$ cat config.mk
export PLATFORM = sky130hd
export DESIGN_NAME = pwmdpu_top
export DESIGN_NICKNAME = d
export VERILOG_FILES = /design/src/hw/pwmdpu_ahb.v /design/src/hw/pwmdpu_top.v
export VERILOG_INCLUDE_DIRS = /design/src /design/src/include
export SDC_FILE = /design/constraint.sdc
export NUM_CORES = 2
export LEC_CHECK = 0
export ABC_AREA = 1
export BUFFER_PORTS_ARGS = -buffer_cell sky130_fd_sc_hd__clkbuf_2
export CAP_MARGIN = 20
export CORE_ASPECT_RATIO = 1.1
export CORE_MARGIN = 1.5
export CORE_UTILIZATION = 63
export DETAILED_ROUTE_END_ITERATION = 10
export PLACE_DENSITY = 0.84
export SYNTH_ARGS = -nofsm -noshare
export SYNTH_HDL_FRONTEND = slang
export SYNTH_HIERARCHICAL = 1
export SYNTH_SLANG_ARGS = --single-unit
$ cat constraint.sdc
create_clock -name clk_i -period 10.2 [get_ports clk_i]
set_input_delay 1.53 -clock clk_i [delete_from_list [all_inputs] [get_ports clk_i]]
set_output_delay 1.53 -clock clk_i [all_outputs]
set_load 0.05 [all_outputs]
$ cat src/include/pwmdpu_defs.vh
// Register map, field layout, reset values and channel defaults of the pulse-width stage.
`ifndef PWMDPU_DEFS_VH
`define PWMDPU_DEFS_VH

// Channel count and address layout: each channel owns a 16-byte window.
`define PWMDPU_NCH          4
`define PWMDPU_ADDR_W       8
`define PWMDPU_CH_STRIDE_SH 4

// Register word index inside a channel window (byte offset = index * 4).
`define PWMDPU_REG_CFG      2'h0
`define PWMDPU_REG_DUTY     2'h1
`define PWMDPU_REG_PERDUTY  2'h2
`define PWMDPU_REG_STATUS   2'h3

// Byte offsets inside a channel window.
`define PWMDPU_OFS_CFG      8'h00
`define PWMDPU_OFS_DUTY     8'h04
`define PWMDPU_OFS_PERDUTY  8'h08
`define PWMDPU_OFS_STATUS   8'h0c

// Configuration register fields.
`define PWMDPU_CFG_W        5
`define PWMDPU_CFG_CLS_LSB  0
`define PWMDPU_CFG_CLS_MSB  1
`define PWMDPU_CFG_POL_BIT  2
`define PWMDPU_CFG_DEND_BIT 3
`define PWMDPU_CFG_PEND_BIT 4

// Channel classes.
`define PWMDPU_CLASS_FIXED  2'h0
`define PWMDPU_CLASS_SHIFT  2'h1
`define PWMDPU_CLASS_VAR    2'h2

// Configuration reset value: variable period, active high, immediate updates.
`define PWMDPU_CFG_RST      5'h06

// Duty code scale: full scale means 100 percent.
`define PWMDPU_DUTY_W       16
`define PWMDPU_DUTY_FULL    16'h8000
`define PWMDPU_DUTY_SH      15

// Channel defaults after reset, in clock ticks and duty code.
`define PWMDPU_PER_W        16
`define PWMDPU_DEF_PERIOD   16'h0064
`define PWMDPU_DEF_DUTY     16'h4000

// Status register fields.
`define PWMDPU_ST_ACT_BIT   0
`define PWMDPU_ST_OUT_BIT   1
`define PWMDPU_ST_DPND_BIT  2
`define PWMDPU_ST_PPND_BIT  3

`endif

$ cat src/hw/pwmdpu_ahb.v
// AHB-Lite slave front end: zero-wait single-word register access.
`timescale 1ns/1ps
module pwmdpu_ahb #(
  parameter ADDR_W = 8
) (
  // Clock and reset.
  input  wire              clk_i,
  input  wire              rstn_i,
  // AHB-Lite slave side.
  input  wire              hsel_i,
  input  wire [ADDR_W-1:0] haddr_i,
  input  wire [1:0]        htrans_i,
  input  wire              hwrite_i,
  input  wire [2:0]        hsize_i,
  input  wire [31:0]       hwdata_i,
  input  wire              hready_i,
  output reg               hreadyout_o,
  output reg               hresp_o,
  output reg  [31:0]       hrdata_o,
  // Register file side.
  input  wire [31:0]       rdata_i,
  output reg               wr_en_o,
  output reg  [ADDR_W-1:0] wr_addr_o,
  output reg  [31:0]       wr_data_o
);

  wire take = hsel_i & htrans_i[1] & hready_i;
  wire word = (hsize_i == 3'h2);

  reg              wpend_r;
  reg [ADDR_W-1:0] waddr_r;

  ////////////////////////////////////////////////////////////////////////////////
  // Address phase capture; read data is registered so it stands in the data phase.
  always @(posedge clk_i or negedge rstn_i) begin
    if (!rstn_i) begin
      wpend_r     <= 1'b0;
      waddr_r     <= {ADDR_W{1'b0}};
      hrdata_o    <= 32'h0;
      hreadyout_o <= 1'b1;
      hresp_o     <= 1'b0;
    end else begin
      hreadyout_o <= 1'b1;
      hresp_o     <= 1'b0;
      wpend_r     <= take & hwrite_i & word;
      if (take) begin
        waddr_r <= haddr_i;
      end
      hrdata_o <= (take & ~hwrite_i) ? rdata_i : 32'h0;
    end
  end

  ////////////////////////////////////////////////////////////////////////////////
  // Data phase: write data is taken at the edge that ends it.
  always @(posedge clk_i or negedge rstn_i) begin
    if (!rstn_i) begin
      wr_en_o   <= 1'b0;
      wr_addr_o <= {ADDR_W{1'b0}};
      wr_data_o <= 32'h0;
    end else begin
      wr_en_o <= wpend_r & hready_i;
      if (wpend_r & hready_i) begin
        wr_addr_o <= waddr_r;
        wr_data_o <= hwdata_i;
      end
    end
  end

endmodule

$ cat src/hw/pwmdpu_top.v
// Multi-channel pulse-width output stage with run-time duty and period updates.
//
// Chosen here: the register addresses and the AHB-Lite interface to the registers.
`timescale 1ns/1ps
`include "pwmdpu_defs.vh"
module pwmdpu_top #(
  parameter NCH        = `PWMDPU_NCH,
  parameter ADDR_W     = `PWMDPU_ADDR_W,
  parameter DEF_PERIOD = `PWMDPU_DEF_PERIOD,
  parameter DEF_DUTY   = `PWMDPU_DEF_DUTY
) (
  // Clock and reset.
  input  wire              clk_i,
  input  wire              rstn_i,
  // AHB-Lite register bus.
  input  wire              hsel_i,
  input  wire [ADDR_W-1:0] haddr_i,
  input  wire [1:0]        htrans_i,
  input  wire              hwrite_i,
  input  wire [2:0]        hsize_i,
  input  wire [31:0]       hwdata_i,
  input  wire              hready_i,
  output wire              hreadyout_o,
  output wire              hresp_o,
  output wire [31:0]       hrdata_o,
  // Modulated outputs, one per channel.
  output wire [NCH-1:0]    pwm_o
);

  localparam DW   = `PWMDPU_DUTY_W;
  localparam PW   = `PWMDPU_PER_W;
  localparam CW   = `PWMDPU_CFG_W;
  localparam SH   = `PWMDPU_CH_STRIDE_SH;
  localparam IW   = ADDR_W - SH;
  localparam [PW-1:0] DEF_PER_C  = DEF_PERIOD[PW-1:0];
  localparam [DW-1:0] DEF_DUTY_C = DEF_DUTY[DW-1:0];
  localparam [DW-1:0] FULL       = `PWMDPU_DUTY_FULL;

  ////////////////////////////////////////////////////////////////////////////////
  // Bus front end.

  wire              wr_en_w;
  wire [ADDR_W-1:0] wr_addr_w;
  wire [31:0]       wr_data_w;
  reg  [31:0]       rdata_w;

  pwmdpu_ahb #(
    .ADDR_W (ADDR_W)
  ) u_ahb (
    .clk_i       (clk_i),
    .rstn_i      (rstn_i),
    .hsel_i      (hsel_i),
    .haddr_i     (haddr_i),
    .htrans_i    (htrans_i),
    .hwrite_i    (hwrite_i),
    .hsize_i     (hsize_i),
    .hwdata_i    (hwdata_i),
    .hready_i    (hready_i),
    .hreadyout_o (hreadyout_o),
    .hresp_o     (hresp_o),
    .hrdata_o    (hrdata_o),
    .rdata_i     (rdata_w),
    .wr_en_o     (wr_en_w),
    .wr_addr_o   (wr_addr_w),
    .wr_data_o   (wr_data_w)
  );

  // Write decode shared by all channels.
  wire [IW-1:0] wr_ch_w  = wr_addr_w[ADDR_W-1:SH];
  wire [1:0]    wr_reg_w = wr_addr_w[3:2];

  // Out-of-range duty codes are clipped to full scale.
  wire [DW-1:0] wr_duty_w = (wr_data_w[DW-1:0] > FULL) ? FULL : wr_data_w[DW-1:0];
  wire [PW-1:0] wr_per_w  = wr_data_w[31:16];

  // Per-channel state gathered flat for the read mux.
  wire [CW*NCH-1:0] cfg_all;
  wire [DW*NCH-1:0] duty_all;
  wire [PW*NCH-1:0] per_all;
  wire [4*NCH-1:0]  st_all;

  ////////////////////////////////////////////////////////////////////////////////
  // Channels.

  genvar g;
  generate
    for (g = 0; g < NCH; g = g + 1) begin : g_ch
      localparam integer  GI  = g;
      localparam [IW-1:0] IDX = GI[IW-1:0];

      reg  [CW-1:0] cfg_r;
      reg  [PW-1:0] period_r;
      reg  [DW-1:0] duty_r;
      reg  [PW-1:0] pend_per_r;
      reg  [DW-1:0] pend_duty_r;
      reg           pend_pv_r;
      reg           pend_dv_r;
      reg  [PW-1:0] cnt_r;
      reg           act_r;
      reg           out_r;
      reg           act_nxt;
      reg  [PW-1:0] period_nxt;
      reg  [DW-1:0] duty_nxt;
      reg  [PW-1:0] pend_per_nxt;
      reg  [DW-1:0] pend_duty_nxt;
      reg           pend_pv_nxt;
      reg           pend_dv_nxt;

      // Write strobes for this channel only.
      wire hit      = wr_en_w & (wr_ch_w == IDX);
      wire wr_cfg   = hit & (wr_reg_w == `PWMDPU_REG_CFG);
      wire wr_duty  = hit & (wr_reg_w == `PWMDPU_REG_DUTY);
      wire wr_pd    = hit & (wr_reg_w == `PWMDPU_REG_PERDUTY);

      wire [1:0] cls   = cfg_r[`PWMDPU_CFG_CLS_MSB:`PWMDPU_CFG_CLS_LSB];
      wire       pol   = cfg_r[`PWMDPU_CFG_POL_BIT];
      wire       d_end = cfg_r[`PWMDPU_CFG_DEND_BIT];
      wire       p_end = cfg_r[`PWMDPU_CFG_PEND_BIT];
      wire       var_c = (cls == `PWMDPU_CLASS_VAR);

      wire [PW+DW-1:0] prod = period_r * duty_r;
      wire [PW-1:0]    hi   = prod[PW+`PWMDPU_DUTY_SH-1:`PWMDPU_DUTY_SH];

      // Boundary when the last tick of the period is reached; a zero period is
      // a boundary on every tick so pending values never get stuck.
      wire [PW:0] cnt_inc = {1'b0, cnt_r} + {{PW{1'b0}}, 1'b1};
      wire        bnd     = (cnt_inc >= {1'b0, period_r});

      // combined write takes the period only on the variable class.
      wire pd_per  = wr_pd & var_c;
      wire pd_only = wr_pd & ~var_c;

      // Output may only go active at a period start and only go inactive once the active
      // phase has run out, so a mid-period change cannot cut a spike.
      // glitch-free duty
      always @* begin
        if (cnt_r == {PW{1'b0}}) begin
          act_nxt = (hi != {PW{1'b0}});
        end else begin
          act_nxt = act_r & (cnt_r < hi);
        end
      end

      // Configuration register per channel.
      // class select
      always @(posedge clk_i or negedge rstn_i) begin
        if (!rstn_i) begin
          cfg_r <= `PWMDPU_CFG_RST;
        end else if (wr_cfg) begin
          cfg_r <= wr_data_w[CW-1:0];
        end
      end

      // Counter and output.
      // modulation
      always @(posedge clk_i or negedge rstn_i) begin
        if (!rstn_i) begin
          cnt_r <= {PW{1'b0}};
          act_r <= 1'b0;
          out_r <= 1'b0;
        end else begin
          cnt_r <= bnd ? {PW{1'b0}} : cnt_inc[PW-1:0];
          act_r <= act_nxt;
          out_r <= act_nxt ? pol : ~pol;
        end
      end

      // Next applied and pending values. A pending value moves over at the
      // boundary first; a deferred write in that same cycle lands after it and stays pending.
      always @* begin
        period_nxt    = period_r;
        duty_nxt      = duty_r;
        pend_per_nxt  = pend_per_r;
        pend_duty_nxt = pend_duty_r;
        pend_pv_nxt   = pend_pv_r;
        pend_dv_nxt   = pend_dv_r;
        if (bnd & pend_dv_r) begin
          duty_nxt    = pend_duty_r;
          pend_dv_nxt = 1'b0;
        end
        if (bnd & pend_pv_r) begin
          period_nxt  = pend_per_r;
          pend_pv_nxt = 1'b0;
        end
        if (wr_duty | pd_only) begin
          if (d_end) begin
            pend_duty_nxt = wr_duty_w;
            pend_dv_nxt   = 1'b1;
          end else begin
            duty_nxt = wr_duty_w;
          end
        end
        if (pd_per) begin
          if (p_end | d_end) begin
            pend_per_nxt  = wr_per_w;
            pend_duty_nxt = wr_duty_w;
            pend_pv_nxt   = 1'b1;
            pend_dv_nxt   = 1'b1;
          end else begin
            period_nxt = wr_per_w;
            duty_nxt   = wr_duty_w;
          end
        end
      end

      // Applied and pending values.
      always @(posedge clk_i or negedge rstn_i) begin
        if (!rstn_i) begin
          period_r    <= DEF_PER_C;
          duty_r      <= DEF_DUTY_C;
          pend_per_r  <= DEF_PER_C;
          pend_duty_r <= DEF_DUTY_C;
          pend_pv_r   <= 1'b0;
          pend_dv_r   <= 1'b0;
        end else begin
          period_r    <= period_nxt;
          duty_r      <= duty_nxt;
          pend_per_r  <= pend_per_nxt;
          pend_duty_r <= pend_duty_nxt;
          pend_pv_r   <= pend_pv_nxt;
          pend_dv_r   <= pend_dv_nxt;
        end
      end

      // Status word, each flag at its defined bit position.
      wire [3:0] st_w;
      assign st_w[`PWMDPU_ST_ACT_BIT]  = act_r;
      assign st_w[`PWMDPU_ST_OUT_BIT]  = out_r;
      assign st_w[`PWMDPU_ST_DPND_BIT] = pend_dv_r;
      assign st_w[`PWMDPU_ST_PPND_BIT] = pend_pv_r;

      assign pwm_o[g]                = out_r;
      assign cfg_all[g*CW +: CW]     = cfg_r;
      assign duty_all[g*DW +: DW]    = duty_r;
      assign per_all[g*PW +: PW]     = period_r;
      assign st_all[g*4 +: 4]        = st_w;
    end
  endgenerate

  ////////////////////////////////////////////////////////////////////////////////
  // Read mux, addressed straight from the address phase.

  wire [IW-1:0] rd_ch_w  = haddr_i[ADDR_W-1:SH];
  wire [1:0]    rd_reg_w = haddr_i[3:2];
  wire          rd_hit_w = (rd_ch_w < NCH);

  always @* begin
    rdata_w = 32'h0;
    if (rd_hit_w) begin
      case (rd_reg_w)
        `PWMDPU_REG_CFG: begin
          rdata_w[CW-1:0] = cfg_all[rd_ch_w*CW +: CW];
        end
        `PWMDPU_REG_DUTY: begin
          rdata_w[DW-1:0] = duty_all[rd_ch_w*DW +: DW];
        end
        `PWMDPU_REG_PERDUTY: begin
          rdata_w = {per_all[rd_ch_w*PW +: PW], duty_all[rd_ch_w*DW +: DW]};
        end
        `PWMDPU_REG_STATUS: begin
          rdata_w[3:0] = st_all[rd_ch_w*4 +: 4];
        end
        default: begin
          rdata_w = 32'h0;
        end
      endcase
    end
  end

endmodule

After elaboration in Yosys (flattened, before gate mapping)
Index checks and enable logic that the tools add are counted.
- flip-flop bits (word level): 438
- input bits: 50
- output and inout bits: 38
- logic and storage cells: 256
- $add $sub $neg: 4
- multiply operators: 5
- magnitude comparators: 10
- equality and inequality tests: 13
- shift operators: 4
- muxes and demuxes: 99
- bitwise gates (word level): 59
- reduce and logical (&&, ||, !) cells: 16
- operator list (kind ; count):
    $mux 16 ; 54
    $shiftx 64x9->16 ; 2
    $mul 16x16->31 ; 4
    $add 16x1->17 const B ; 4
    $ge 17x16->1 ; 4
    $logic_not 16->1 ; 4
    $lt 16x16->1 ; 4
    $mux 32 ; 2
    $reduce_bool 16->1 ; 4
    $and 1x1->1 ; 42
    $mux 1 ; 40
    $shiftx 20x8->5 ; 1
    $gt 16x16->1 const B ; 1
    $shiftx 16x7->4 ; 1
    $eq 2x2->1 const B ; 7
    $pmux 4 s3 ; 1
    $mux 11 ; 1
    $not 1->1 ; 9
    $eq 4x2->1 const B ; 2
    $or 1x1->1 ; 8
    $reduce_and 2->1 ; 4
    $mul 4x3->7 const B ; 1
    $eq 2x1->1 const B ; 2
    $eq 4x1->1 const B ; 1
    other kinds (6) ; 7

Logic depth before layout (Yosys ltp)
- depth in word-level cells: 8
- mapped depth: 40
- depth with buffers taken out: 38

Cells and area by module
Netlist, hierarchy kept.
- modules (own cells, without submodules) (module ; times used ; cells an instance ; area an instance (um^2) ; sequential area each (um^2)):
    pwmdpu_top ; 1 ; 7803 ; 56654.3 ; 8958.6
    pwmdpu_ahb ; 1 ; 318 ; 2996.6 ; 2052.0

Worst setup path before layout
Ideal clock, no wire load.
- path type: register -> register
- from: register g_ch[2].period_r[6]
- to: register g_ch[2].out_r
- library setup time: 0.116 ns
- arrival time: 6.353 ns
- required time: 10.084 ns
- path slack: 3.730 ns
- cell stages (with the launch flop): 33
- buffers on the path: 2
- clock period less this slack: 6.470 ns
- cell sequence: dfstp_2 -> clkbuf_1 -> clkbuf_1 -> nand2_1 -> fa_1 -> inv_1 -> fa_1 -> inv_1 -> fa_1 -> inv_1 -> fa_1 -> inv_1 -> fa_1 -> fa_1 -> inv_1 -> ha_1 -> nand2_1 -> inv_1 -> a21oi_1 -> nor2_1 -> nor2_1 -> nor2_1 -> nor2_1 -> nand3_1 -> nand2_1 -> inv_1 -> ha_1 -> o21ai_0 -> nand2_1 -> a2111oi_0 -> nand2_1 -> nand3_1 -> nand2_1
- cells in the longest elaborated chain, start to end: 5
- elaborated cells between the ends (all ways): 6
- those cells by class: 1 x mul; 1 x order compare; 2 x mux; 1 x bitwise; 1 x reduce/logical
- RTL lines (item ; line ; RTL):
    from (decl) ; pwmdpu_top.v:92 ; reg [PW-1:0] period_r;
    from (signal assigned) ; pwmdpu_top.v:216 ; period_r <= period_nxt;
    $mul 16x16->31 * ; pwmdpu_top.v:121 ; wire [PW+DW-1:0] prod = period_r * duty_r;
    $lt 16x16->1 ; pwmdpu_top.v:140 ; act_nxt = act_r & (cnt_r < hi);
    $and 1x1->1 ; pwmdpu_top.v:140 ;
    $mux 1 * ; pwmdpu_top.v:137 ; if (cnt_r == {PW{1'b0}}) begin
    $mux 1 * ; pwmdpu_top.v:164 ; out_r <= act_nxt ? pol : ~pol;
    to (signal assigned) ; pwmdpu_top.v:164 ;
    to (decl) ; pwmdpu_top.v:100 ; reg out_r;
Every way passes the cells marked *; elsewhere a longest branch is shown, timed or not.
A chain may end at the register's enable or synchronous reset.

Worst setup path after layout
- from: register g_ch[1].period_r[10]
- to: register g_ch[1].out_r
- cells in the longest elaborated chain, start to end: 5
- elaborated cells between the ends (all ways): 6
- those cells by class: 1 x mul; 1 x order compare; 2 x mux; 1 x bitwise; 1 x reduce/logical
- RTL lines (item ; line ; RTL):
    from (decl) ; pwmdpu_top.v:92 ;
    from (signal assigned) ; pwmdpu_top.v:216 ;
    $mul 16x16->31 * ; pwmdpu_top.v:121 ;
    $lt 16x16->1 ; pwmdpu_top.v:140 ;
    $and 1x1->1 ; pwmdpu_top.v:140 ;
    $mux 1 * ; pwmdpu_top.v:137 ;
    net g_ch[1].act_nxt ; pwmdpu_top.v:101 ; reg act_nxt;
    $mux 1 * ; pwmdpu_top.v:164 ;
    to (signal assigned) ; pwmdpu_top.v:164 ;
    to (decl) ; pwmdpu_top.v:100 ;
Mark *: on every way through the listed nets, which the timed path passes. The rest lies on a longest branch.

==> metrics.md <==
| Metric | Value |
|---|---|
| CORE AREA | about 0.094 mm² |
| GR Util met3 | 9.217% |
| Worst r2r path cells | 29 |
| Pwr/cell area | 64.24 mW/mm² |
| R2r setup slk | 2.89 ns |
| Met2 Use GR | 56.71% |
| Residual DRC count | 0 |
| Post-Syn Area | between 0.05 and 0.06 mm² |
| Clock buffer depth | 3 |
| Cell Count Post-Placement | a little over 9000 |
| IO Pins | 88 |
| Critical Path Most Common Cell | nand2_1 |
| Startpoint types | flip-flop |
| RSZ-0062 raised after global routing | no |
| Most common cell after layout, fill and taps aside | nand2_1 |
| Hold buffer count at cts | 0 |
| Most frequent cells in the layout | nand2_1 (2148), inv_1 (2019), fa_1 (768) |
| P_int | 2.988 mW |
| Leak Pwr | 34.50 nW |
| Initial antenna violation count | 5 |
| Worst path arrival time | 7.81 ns |
| Hold EP | g_ch[1].pend_duty_r[15] |
| Largest net degree at the start of global routing | between 150 and 200 |
| Worst-margin pin slew | 1.126 ns |
| Combinational share of power | 4.8% |
| Pre-antenna DRT Iters | 6 |
| Min Tclk post-route | 7.310 ns |
| First-pass GRT wire length | 272900 µm |
| R2r endpoint | g_ch[1].out_r |
| Mapped Nets | 9448 |
| Skew-Pair Late Insertion Delay | 0.63 ns |
| Drt initial violations | ~5600 |
| Met1 Track Usage GR | roughly 46% |
| Fillers | 7926 |
| Final setup viols | 0 |
| CP Capture Type | flip-flop |
| Ys Warns | 6 |
| Hold Fails Final Rpt | 0 |
| Sum of negative setup slack | 0 ns |
| Die area | 0.09630 mm² |
| Post-CTS setup repair buffer count | 0 |
| Crit path max fanout | 18 |
| Grt peak-use layer | met2 |
| Gate Count Post-Synth | 8105 |
| CTS tree | done |
| Buffers on Ports | 82 |
| Die H | 325.3 µm |
| Post-CTS sizing | 0 |
| Achievable frequency | 0.1368 GHz |
| CTS Buf Count | 51 |
| Global Route Usage Sum | 36.07% |
| Final Skew | ~0.031 ns |
| Synthesized area per cell | about 7.3 µm² |
| R2r startpoint | g_ch[1].period_r[10] |
| Crit-path slowest cell | dfrtp_1 |
| Final ANT Viol Nets | 0 |
| CP peak stage delay | between 0.9 and 1 ns |
| Max cap viols | 0 |
| Area Growth Syn to Fin | 4.431% |
| Clk sinks | 434 |
| Layout cells sized above 1 | under 10% |
| Clock power share | 50.8% |
| Die W | 296.0 µm |
| Vias in the first global route | 52900 |
| Required @ worst endpoint | roughly 11 ns |
| Slew Limit Headroom | 24.91% |
| CTS root buffer | clkbuf_16 |
| Congestion Overflow GR | 0 |
| Vias per std cell | approximately 5.6 |
| Net Switching | 1.004 mW |
| Layout Nets | 9248 |
| Hpwl dp | between 100000 and 150000 µm |
| Clk slew on worst S/H paths | 0.06 ns |
| Pwr Total | 3.992 mW |
| Hold Path Depth | 2 |
| Row cnt | 118 |
| Final Routed Wirelength | roughly 170000 µm |
| Max Transition Viols Final | 0 |
| Sequential Power Share | approximately 44% |
| Outcome | completed |
| Worst hold-check path type | flip-flop to flip-flop |
| Hold Startpoint | g_ch[1].pend_duty_r[15] |
| Peak VDD IR | 148.8 µV |
| Core Util, Final | 66.17% |
| Critical path class | flip-flop to flip-flop |
| Vias | 51810 |
| Final Cycle Share | between 70% and 80% |
| GPL Wtd Cong | between 1 and 1.5 |
| Switching Fraction | 25.14% |
| H-tree depth | 2 |
| Initial Util | 63.37% |
| WL/cell | between 15 and 20 µm |
| Layout Cells excl Fill | between 9000 and 10000 |
==> metrics by stage <==
step           setup WS (ns)  instance area (µm²)  hold WS, ns
2_1_floorplan          3.730                59500       0.4422
3_3_place_gp           3.161                60250       0.4547
3_5_place_dp           3.036                60280       0.4593
4_1_cts                2.995                62120       0.4736
5_1_grt                2.510                62130       0.5016
6_report               2.890                62140       0.4757
==> how the worst max path moves through the flow <==
stage                         startpoint            end  slack [ns]  cells past startpoint
global route        g_ch[1].period_r[10]  g_ch[1].out_r        2.51                     29
floorplan            g_ch[2].period_r[6]  g_ch[2].out_r        3.73                     32
finish              g_ch[1].period_r[10]  g_ch[1].out_r        2.89                     29
detailed placement  g_ch[1].period_r[10]  g_ch[1].out_r        3.04                     29
CTS                 g_ch[1].period_r[10]  g_ch[1].out_r        3.00                     29
global placement    g_ch[0].period_r[11]  g_ch[0].out_r        3.16                     27
==> critical path, delay by kind of cell, from the launching register on <==
family	cells	cell delay (ns)
compound gates	3	0.48
fa+ha+maj	8	3.73
buf+inv	5	0.32
flops	1	0.93
simple gates	13	1.71
==> area by class of cell <==
cell class / instances / area [µm²] / share of cell area [%]
timing repair buffer: 130 / 815.8 / 1.313
multi-input combinational: 5255 / 39360 / 63.34
inverter: 2033 / 7631 / 12.28
clock buffer: 64 / 1355 / 2.181
antenna: 2 / 5.005 / 0.008054
sequential: 434 / 10910 / 17.56
tap: 1260 / 1577 / 2.537
clock inverter: 32 / 485.5 / 0.7813
==> power groups by stage <==
stage / clock network, mW / registers (mW) / logic (mW)
final: 2.03 / 1.77 / 0.191
after global routing: 2.10 / 1.77 / 0.204
after CTS: 2.03 / 1.77 / 0.184
after detailed placement: 0 / 1.80 / 0.182
after global placement: 0 / 1.80 / 0.179
after floorplan: 0 / 1.78 / 0.0836
==> metal layers <==
| metal | wire (µm) | vias up |
|---|---|---|
| met5 | 41 | - |
| met4 | 9596 | 6 |
| met3 | 19590 | 586 |
| met2 | 76990 | 2646 |
| met1 | 63390 | 24980 |
| li1 | - | 23580 |
==> state kept, by name (all words and copies together) (netlist names) <==
register and cells:
g_ch.pend_dv_r 4, g_ch.pend_per_r 64, g_ch.period_r 64, g_ch.duty_r 64, u_ahb/waddr_r 6, u_ahb/wpend_r 1
g_ch.pend_duty_r 64, g_ch.cfg_r 20, u_ahb/wr_addr_o 6, g_ch.out_r 4, g_ch.act_r 4, u_ahb/hrdata_o 32
u_ahb/wr_en_o 1, g_ch.cnt_r 64, u_ahb/wr_data_o 32, g_ch.pend_pv_r 4
No activity file was read; power rests on OpenSTA's default activity.
